`config.mk`:
```
export PLATFORM = sky130hd
export DESIGN_NAME = add_subtract_datapath
export DESIGN_NICKNAME = d
export VERILOG_FILES = /design/src/add_sub_pkg.sv /design/src/add_flag_unit.sv /design/src/operand_check.sv /design/src/add_subtract_datapath.sv
export SDC_FILE = /design/constraint.sdc
export NUM_CORES = 1
export LEC_CHECK = 0
export BUFFER_PORTS_ARGS = -buffer_cell sky130_fd_sc_hd__buf_2
export CORE_ASPECT_RATIO = 0.6
export CORE_MARGIN = 8
export CORE_UTILIZATION = 61
export CTS_BUF_LIST = sky130_fd_sc_hd__clkbuf_2
export CTS_CLUSTER_DIAMETER = 150
export CTS_CLUSTER_SIZE = 20
export DETAILED_ROUTE_END_ITERATION = 8
export GPL_TIMING_DRIVEN = 0
export PLACE_DENSITY = 0.89
export RECOVER_POWER = 100
export REMOVE_ABC_BUFFERS = 1
export SLEW_MARGIN = 40
export SYNTH_ARGS = -nofsm -noshare
export SYNTH_HDL_FRONTEND = slang
export SYNTH_HIERARCHICAL = 1
export SYNTH_SLANG_ARGS = --single-unit
```
`constraint.sdc`:
```
create_clock -name ref_clk -period 6.8 [get_ports ref_clk]
set_input_delay 0.68 -clock ref_clk [delete_from_list [all_inputs] [get_ports ref_clk]]
set_output_delay 0.68 -clock ref_clk [all_outputs]
set_load 0.02 [all_outputs]
```
`src/add_sub_pkg.sv`:
```
// Shared constants, operation codes and operand-class helpers for the
// add and subtract datapath.
// Assumes a 16-entry register set with stack pointer and program counter
// at the usual high indices.
package add_sub_pkg;

    // ****************************************************************
    // Widths and register indices
    // ****************************************************************
    localparam int          DATA_W     = 32;
    localparam int          IDX_W      = 4;
    localparam int          IMM_W      = 10;
    localparam logic [3:0]  SP_INDEX   = 4'hD;
    localparam logic [3:0]  PC_INDEX   = 4'hF;
    localparam logic [3:0]  LOW_LAST   = 4'h7;

    // ****************************************************************
    // Immediate limits
    // ****************************************************************
    localparam logic [9:0]  IMM_BASE_MAX   = 10'h3FC;
    localparam logic [9:0]  IMM_SP_MAX     = 10'h1FC;
    localparam logic [9:0]  IMM_SHORT_MAX  = 10'h007;
    localparam logic [9:0]  IMM_BYTE_MAX   = 10'h0FF;

    // ****************************************************************
    // Reset values
    // ****************************************************************
    localparam logic        FLAG_RESET     = 1'h0;
    localparam logic [31:0] DATA_RESET     = 32'h0000_0000;
    localparam logic [3:0]  INDEX_RESET    = 4'h0;

    // ****************************************************************
    // Operation codes
    // ****************************************************************
    typedef enum logic [2:0] {
        PLAIN_ADD_OP               = 3'b000,
        FLAG_SETTING_ADD_OP        = 3'b001,
        ADD_WITH_CARRY_OP          = 3'b010,
        PLAIN_SUBTRACT_OP          = 3'b011,
        FLAG_SETTING_SUBTRACT_OP   = 3'b100,
        SUBTRACT_WITH_CARRY_OP     = 3'b101,
        NEGATE_REVERSE_SUBTRACT_OP = 3'b110
    } alu_op_t;

    // True when the index names one of the eight low registers.
    function automatic logic is_low(input logic [3:0] idx);
        is_low = (idx <= LOW_LAST);
    endfunction

    // True when the operation updates the condition flags.
    function automatic logic is_flag_op(input alu_op_t op);
        is_flag_op = (op != PLAIN_ADD_OP) && (op != PLAIN_SUBTRACT_OP);
    endfunction

    // True when an immediate is a whole multiple of four within a limit.
    function automatic logic word_imm_ok(input logic [9:0] imm, input logic [9:0] lim);
        word_imm_ok = (imm[1:0] == 2'h0) && (imm <= lim);
    endfunction

endpackage

```
`src/add_flag_unit.sv`:
```
// 32-bit adder with carry in, giving sum, carry out and signed overflow.
// Assumes the caller inverts the second operand for subtraction.
`timescale 1ns/1ps
`default_nettype none
module add_flag_unit
    import add_sub_pkg::*;
(
    input  wire logic [31:0] addend_a,
    input  wire logic [31:0] addend_b,
    input  wire logic        carry_in,
    output logic      [31:0] sum,
    output logic             carry_out,
    output logic             overflow
);

    logic [32:0] wide_sum;

    // The extra top bit holds the unsigned carry; overflow is signed.
    always_comb
    begin
        wide_sum  = {1'b0, addend_a} + {1'b0, addend_b} + {32'h0, carry_in};
        sum       = wide_sum[31:0];
        carry_out = wide_sum[32];
        overflow  = (addend_a[31] == addend_b[31]) && (wide_sum[31] != addend_a[31]);
    end

endmodule
`default_nettype wire

```
`src/operand_check.sv`:
```
// Legality check of register and immediate operand forms.
// Assumes the destination index is already resolved by the caller.
`timescale 1ns/1ps
`default_nettype none
module operand_check
    import add_sub_pkg::*;
(
    input  wire alu_op_t    op_code,
    input  wire logic       use_imm,
    input  wire logic [3:0] dest_index,
    input  wire logic [3:0] first_index,
    input  wire logic [3:0] second_index,
    input  wire logic [9:0] imm_value,
    output logic            legal
);

    logic all_low;
    logic same_dest;
    logic short_imm;

    // Classify the operands once, then test each operation's forms.
    always_comb
    begin
        all_low   = is_low(dest_index) && is_low(first_index)
                    && (use_imm || is_low(second_index));
        same_dest = (dest_index == first_index);
        short_imm = all_low && (imm_value <= IMM_SHORT_MAX);
        legal     = 1'b0;
        case (op_code)
            ADD_WITH_CARRY_OP, SUBTRACT_WITH_CARRY_OP:
                legal = !use_imm && all_low && same_dest;  // RULE_11
            NEGATE_REVERSE_SUBTRACT_OP:
                legal = !use_imm && is_low(dest_index) && is_low(first_index);  // RULE_11
            PLAIN_ADD_OP:
                if (use_imm)
                    legal = (is_low(dest_index)
                             && (first_index == SP_INDEX || first_index == PC_INDEX)
                             && word_imm_ok(imm_value, IMM_BASE_MAX))  // RULE_09
                          || (dest_index == SP_INDEX && first_index == SP_INDEX
                             && word_imm_ok(imm_value, IMM_SP_MAX))
                          || short_imm;  // RULE_10
                else
                    legal = same_dest
                          && !(first_index == PC_INDEX && second_index == PC_INDEX);  // RULE_08
            PLAIN_SUBTRACT_OP:
                if (use_imm)
                    legal = (dest_index == SP_INDEX && first_index == SP_INDEX
                             && word_imm_ok(imm_value, IMM_SP_MAX))  // RULE_09
                          || short_imm;  // RULE_10
                else
                    legal = all_low;
            FLAG_SETTING_ADD_OP, FLAG_SETTING_SUBTRACT_OP:
                if (use_imm)
                    legal = short_imm
                          || (all_low && same_dest && imm_value <= IMM_BYTE_MAX);  // RULE_10
                else
                    legal = all_low;  // RULE_11
            default:
                legal = 1'b0;
        endcase
    end

endmodule
`default_nettype wire

```
`src/add_subtract_datapath.sv`:
```
// Add and subtract datapath: takes one decoded operation per cycle, gives
// the result and destination index one cycle later and keeps the flags.
// Assumes the decoder supplies register values and indices on ref_clk.
`timescale 1ns/1ps
`default_nettype none

// Behaviour
// [RULE_01] With no destination given, the result goes to the first source register.
// [RULE_02] Add with carry sums both sources plus the carry flag and updates all four flags.
// [RULE_03] Plain add sums the first source with a register or immediate and keeps the flags.
// [RULE_04] Flag-setting add gives the plain add sum and updates all four flags.
// [RULE_05] Reverse subtract gives zero minus the source and updates all four flags.
// [RULE_06] Subtract with carry takes one more off when carry is clear and updates the flags.
// [RULE_07] Plain subtract keeps the flags while flag-setting subtract updates them.
// [RULE_08] Register plain add takes any register but needs destination equal to first source and not two program counters.
// [RULE_09] Stack pointer and program counter immediate forms take word multiples up to 1020 or 508.
// [RULE_10] Low three-operand immediates reach 7, and flag-setting forms with destination equal source reach 255.
// [RULE_11] Carry, reverse and register flag-setting forms take only low registers, carry forms with destination equal first source.
// [RULE_12] Software chains multiword arithmetic with a flag-setting low word then carry forms, registers in any order.
// [RULE_13] Negative is bit 31, zero an all-zero result, carry an unsigned carry or no borrow, overflow a signed overflow.
// [RULE_14] All results wrap modulo two to the thirty-second with immediates zero-extended.
module add_subtract_datapath
    import add_sub_pkg::*;
(
    input  wire logic        ref_clk,
    input  wire logic        sys_rst,
    input  wire logic        op_valid,
    input  wire alu_op_t     op_code,
    input  wire logic        use_imm,
    input  wire logic        dest_present,
    input  wire logic [3:0]  dest_index,
    input  wire logic [3:0]  first_source_register,
    input  wire logic [3:0]  second_source_register,
    input  wire logic [31:0] first_source_value,
    input  wire logic [31:0] second_source_value,
    input  wire logic [9:0]  imm_value,
    output logic             wr_en,
    output logic      [3:0]  wr_index,
    output logic      [31:0] wr_data,
    output logic             flag_n,
    output logic             flag_z,
    output logic             flag_c,
    output logic             flag_v,
    output logic             flag_update,
    output logic             illegal_op
);

    // ****************************************************************
    // State
    // ****************************************************************
    typedef struct packed {
        logic        wr_en;
        logic [3:0]  wr_index;
        logic [31:0] wr_data;
        logic        flag_n;
        logic        flag_z;
        logic        flag_c;
        logic        flag_v;
        logic        flag_update;
        logic        illegal;
    } datapath_state_t;

    localparam datapath_state_t STATE_RESET = '{
        wr_en:       1'b0,
        wr_index:    INDEX_RESET,
        wr_data:     DATA_RESET,
        flag_n:      FLAG_RESET,
        flag_z:      FLAG_RESET,
        flag_c:      FLAG_RESET,
        flag_v:      FLAG_RESET,
        flag_update: 1'b0,
        illegal:     1'b0
    };

    datapath_state_t state_reg;
    datapath_state_t state_next;

    logic [3:0]  resolved_dest;
    logic [31:0] second_operand;
    logic [31:0] addend_a;
    logic [31:0] addend_b;
    logic        carry_in;
    logic [31:0] sum;
    logic        carry_out;
    logic        overflow;
    logic        legal;

    // ****************************************************************
    // Operand preparation
    // ****************************************************************

    // A missing destination falls back to the first source register.
    assign resolved_dest = dest_present ? dest_index : first_source_register;  // RULE_01

    // Immediates are zero-extended so the sum wraps at 32 bits.
    assign second_operand = use_imm ? {22'h0, imm_value} : second_source_value;  // RULE_14

    // Subtraction is done as addition of the inverted operand, so the
    // adder carry out is directly the no-borrow flag.
    always_comb
    begin
        addend_a = first_source_value;
        addend_b = second_operand;
        carry_in = 1'b0;
        case (op_code)
            ADD_WITH_CARRY_OP:
            begin
                addend_b = second_source_value;
                carry_in = state_reg.flag_c;  // RULE_02
            end
            PLAIN_ADD_OP, FLAG_SETTING_ADD_OP:
                carry_in = 1'b0;  // RULE_03
            PLAIN_SUBTRACT_OP, FLAG_SETTING_SUBTRACT_OP:
            begin
                addend_b = ~second_operand;  // RULE_07
                carry_in = 1'b1;
            end
            SUBTRACT_WITH_CARRY_OP:
            begin
                addend_b = ~second_source_value;
                carry_in = state_reg.flag_c;  // RULE_06
            end
            NEGATE_REVERSE_SUBTRACT_OP:
            begin
                addend_a = DATA_RESET;
                addend_b = ~first_source_value;  // RULE_05
                carry_in = 1'b1;
            end
            default:
                carry_in = 1'b0;
        endcase
    end

    // ****************************************************************
    // Arithmetic and operand checks
    // ****************************************************************

    // Shared adder for every operation.
    add_flag_unit u_adder (
        .addend_a  (addend_a),
        .addend_b  (addend_b),
        .carry_in  (carry_in),
        .sum       (sum),
        .carry_out (carry_out),
        .overflow  (overflow)
    );

    // Operand form legality; an illegal form writes nothing.
    operand_check u_check (
        .op_code      (op_code),
        .use_imm      (use_imm),
        .dest_index   (resolved_dest),
        .first_index  (first_source_register),
        .second_index (second_source_register),
        .imm_value    (imm_value),
        .legal        (legal)
    );

    // ****************************************************************
    // Next state and registers
    // ****************************************************************

    // Write strobes are single-cycle; flags change only on legal
    // flag-setting operations and otherwise hold.
    always_comb
    begin
        state_next             = state_reg;
        state_next.wr_en       = 1'b0;
        state_next.flag_update = 1'b0;
        state_next.illegal     = 1'b0;
        if (op_valid)
        begin
            if (legal)
            begin
                state_next.wr_en    = 1'b1;
                state_next.wr_index = resolved_dest;  // RULE_01
                state_next.wr_data  = sum;  // RULE_14
                if (is_flag_op(op_code))
                begin
                    state_next.flag_n      = sum[31];  // RULE_13
                    state_next.flag_z      = (sum == DATA_RESET);
                    state_next.flag_c      = carry_out;
                    state_next.flag_v      = overflow;
                    state_next.flag_update = 1'b1;  // RULE_04
                end
            end
            else
            begin
                state_next.illegal = 1'b1;  // RULE_11
            end
        end
    end

    always_ff @(posedge ref_clk or posedge sys_rst)
    begin
        if (sys_rst)
            state_reg <= STATE_RESET;
        else
            state_reg <= state_next;
    end

    // Outputs come straight from the state register.
    assign wr_en       = state_reg.wr_en;
    assign wr_index    = state_reg.wr_index;
    assign wr_data     = state_reg.wr_data;
    assign flag_n      = state_reg.flag_n;
    assign flag_z      = state_reg.flag_z;
    assign flag_c      = state_reg.flag_c;
    assign flag_v      = state_reg.flag_v;
    assign flag_update = state_reg.flag_update;
    assign illegal_op  = state_reg.illegal;
endmodule
`default_nettype wire

```
==> run summary <==
max incr delay on CP - 650 ps
Cell Area, Synth - 0.00589 mm2
drt total wl - 18.4 mm
overall global routing resource usage - 26.7%
vias - 6329
Hold WC Path Type - in2reg
status - finished, violations left
DIE AREA - 0.0132 mm2
pin count of the biggest net entering global routing - 96
Post-synth EDFFs - 0
WP data arrival - 6380 ps
TritonRoute pass-1 iters - 9
fin crit share - 88.6%
final worst-path setup slack - 772 ps
nets@finish - 970
Synth Flop Type - dfrtp_1
R2R Path End - flag_z
CTS Hold Bufs - 0
CTS buffer count - 5
drt wl/cell - 18.9 um
share of post-route cells with drive strength above 1 - 18.5%
Max FO, Critical Path - 67
vias in the first global route - 5874
# rows - 27
H-tree depth - 2
multiplexer share of the synthesized area - 11.3%
pre-CTS setup slack - 610 ps
Setup violations, final - 0
Antenna Cells - 0
Post-DRT Antenna Nets - 0
critical path's most frequent cell - fa_1
clk_lat worst skew - 410 ps
die span in x - 143 um
Placement Cell Area - 0.00655 mm2
placed instance count - 966
reg2reg path depth - 14
Non-Filler Instances - 974
clk sink count - 43
post-CTS setup buffers - 0
Chip Height - 92.1 um
Final Power - 0.00152 W
Max Cap Violations - 1
# IOs - 137
distinct cell type count after synthesis - 73
CP Launch Type - input pin
Adder-Cell Fraction of Synth Area - 7.26%
FF+latch count, synth - 43
sequential share of the synthesized area - 18.3%
max_slew headroom - -33.3%
RSZ-0062 raised after global routing - false
I/O Buffers - 136
Yosys warnings - 6
Root Driver - clkbuf_2
crit path kind - in2reg
RD Place Congestion - 0.918
largest family of logic cells by synthesized area - compound AO/OA/AOI/OAI gates
Worst-path clk slew - 270 ps
Core Box Area - 0.00929 mm2
Worst Max-Slew Pin Slew - 1990 ps
CP endpoint kind - register
Max Freq - 0.166 GHz
Fillers - 781
pwr dens - 232 mW/mm2
1st-iter DRT viols - 738
Synth Area in XOR/XNOR - 4.61%
fin. max-slew vios - 44
Synth Instances - 753
via/cell ratio - 6.50
starting density of the core - 63.4%
worst-path cell chain - buf_4 > nand3b_1 > clkbuf_1 > and2_0 > fa_1 > fa_1 > a21o_1 > a221oi_1 > or3_1 > a21oi_1 > o21ai_0 > o21bai_1 > xor2_1 > nor4_1 > nand4_1 > o31ai_1
final routed DRC violation total - 0
fin crit period - 6030 ps
Lkg Pwr - 2.88 nW
first-pass GRT wire length - 29.5 mm
design area - 0.00653 mm2
reg2reg setup slack - 2290 ps
failing checks - capacitance limit, slew limit
simple-gate share of the synthesized area - 23.2%
Post-synth ARST share - 100%
TritonCTS clock tree - yes
Critical-path top delay cell - nand3b_1
Synth Area in Compound Gates - 27.9%
Peak VDD IR - 0.000153 V
DP HPWL - 14.1 mm
launch point of the worst reg-to-reg path - flag_c
Worst Skew - 37.9 ps
Worst EP required - 7160 ps
beginning of the critical path - op_code[1]
Fin. Hold Viols - 0
synthesized area per cell - 7.82 um2
clk buf depth - 2
Layout area overhead - 10.8%
global route overflow - 0
initial antenna violation count - 0
PostCTS Resize Cnt - 0
CP endpoint - flag_z
-- worst max-delay path, delay by kind of cell --
| kind | cells | cell delay (ps) |
|---|---|---|
| AND/OR/NAND/NOR | 5 | 1810 |
| XOR/XNOR | 1 | 180 |
| adder cells (fa/ha/maj) | 2 | 910 |
| AO/OA/AOI/OAI | 6 | 1730 |
| buffers and inverters | 2 | 1050 |
-- area by class of cell --
| cell class | count | area (um2) | share of cell area [%] |
|---|---|---|---|
| Sequential cell | 43 | 1080 | 16.5 |
| Multi-Input combinational cell | 610 | 4340 | 66.5 |
| Clock inverter | 3 | 67.6 | 1.03 |
| Tap cell | 130 | 163 | 2.49 |
| Inverter | 44 | 166 | 2.55 |
| Timing Repair Buffer | 139 | 687 | 10.5 |
| Clock buffer | 5 | 25.0 | 0.383 |
-- cells by family (layout without fill, tap and decap cells) --
family / after synthesis / count (layout)
flops: 43 / 43
xor+xnor: 31 / 31
fa+ha+maj: 33 / 33
simple gates: 250 / 250
compound gates: 236 / 236
mux: 60 / 60
buf+inv: 100 / 191
-- metal layers --
metal	GRT usage [%]	vias up	wire, um
met5	0	-	0
met4	2.99	0	82
met3	4.45	12	1880
met2	42.9	344	8160
met1	37.7	2997	8280
li1	-	2976	-
-- registers in the layout, indices dropped and copies added, names as in the netlist --
name,flops
illegal_op,1
wr_data,32
wr_en,1
flag_v,1
flag_n,1
flag_update,1
flag_z,1
flag_c,1
wr_index,4
-- report_power, final --
group          internal, W  switching, W  leakage, nW  total [W]
clock network    0.0000987     0.0000936       0.0492   0.000192
registers         0.000362     0.0000743        0.544   0.000436
logic             0.000330      0.000557         2.29   0.000887
total             0.000790      0.000725         2.88    0.00152
-- cell usage after synthesis, types with 9 or more instances --
| cell type | n | area (um2) |
|---|---|---|
| o21ai_0 | 24 | 120 |
| nor3_1 | 27 | 135 |
| and2_1 | 34 | 213 |
| buf_2 | 27 | 135 |
| ha_1 | 31 | 388 |
| dfrtp_1 | 43 | 1080 |
| mux2_2 | 39 | 439 |
| a21oi_1 | 62 | 310 |
| a21o_1 | 15 | 113 |
| nor2_1 | 33 | 124 |
| nand3b_1 | 36 | 270 |
| clkbuf_1 | 18 | 67.6 |
| mux2i_1 | 18 | 180 |
| nand2_1 | 62 | 233 |
| a22oi_1 | 11 | 82.6 |
| xor2_1 | 10 | 87.6 |
| inv_1 | 44 | 165 |
| nor4_1 | 10 | 62.6 |
| o211ai_1 | 59 | 443 |
| nand3_1 | 9 | 45.0 |
| xnor2_1 | 21 | 184 |
| nand4_1 | 9 | 56.3 |
| a221o_1 | 10 | 100 |
-- cell usage in the layout, fill, tap and decap left out, types with 6 or more instances in the layout --
master	instances
a21o_1	15
nor4_1	10
nor3_1	27
o21a_1	6
mux2_2	38
xnor2_1	21
nand2_1	62
dfrtp_1	43
o21ai_0	28
a22oi_1	11
xor2_1	10
nand4_1	9
mux2i_1	18
buf_2	89
nand3_1	9
clkbuf_1	44
and2_1	31
nor2_1	34
ha_1	31
a21oi_1	62
nand3b_1	37
o211ai_1	59
inv_1	42
a221o_1	10
-- metrics by stage --
stage	utilization (%)	TNS [ps]	hold WS, ps
6_report	70.3	0	481
5_1_grt	70.3	0	434
3_3_place_gp	69.5	-1960	453
4_1_cts	71.5	0	275
3_5_place_dp	70.5	0	462
2_1_floorplan	-	0	586
-- how the worst min path moves through the flow --
stage | start | to | slack [ps] | cells after the start
after floorplan | flag_z | flag_z | 590 | 2
after global placement | wr_index[2] | wr_index[2] | 450 | 2
after detailed placement | wr_index[0] | wr_index[0] | 460 | 2
after CTS | sys_rst | wr_data[12] | 270 | 2
after global routing | op_valid | illegal_op | 430 | 2
final | op_valid | illegal_op | 480 | 2
Power figures use the tool's default switching activity.
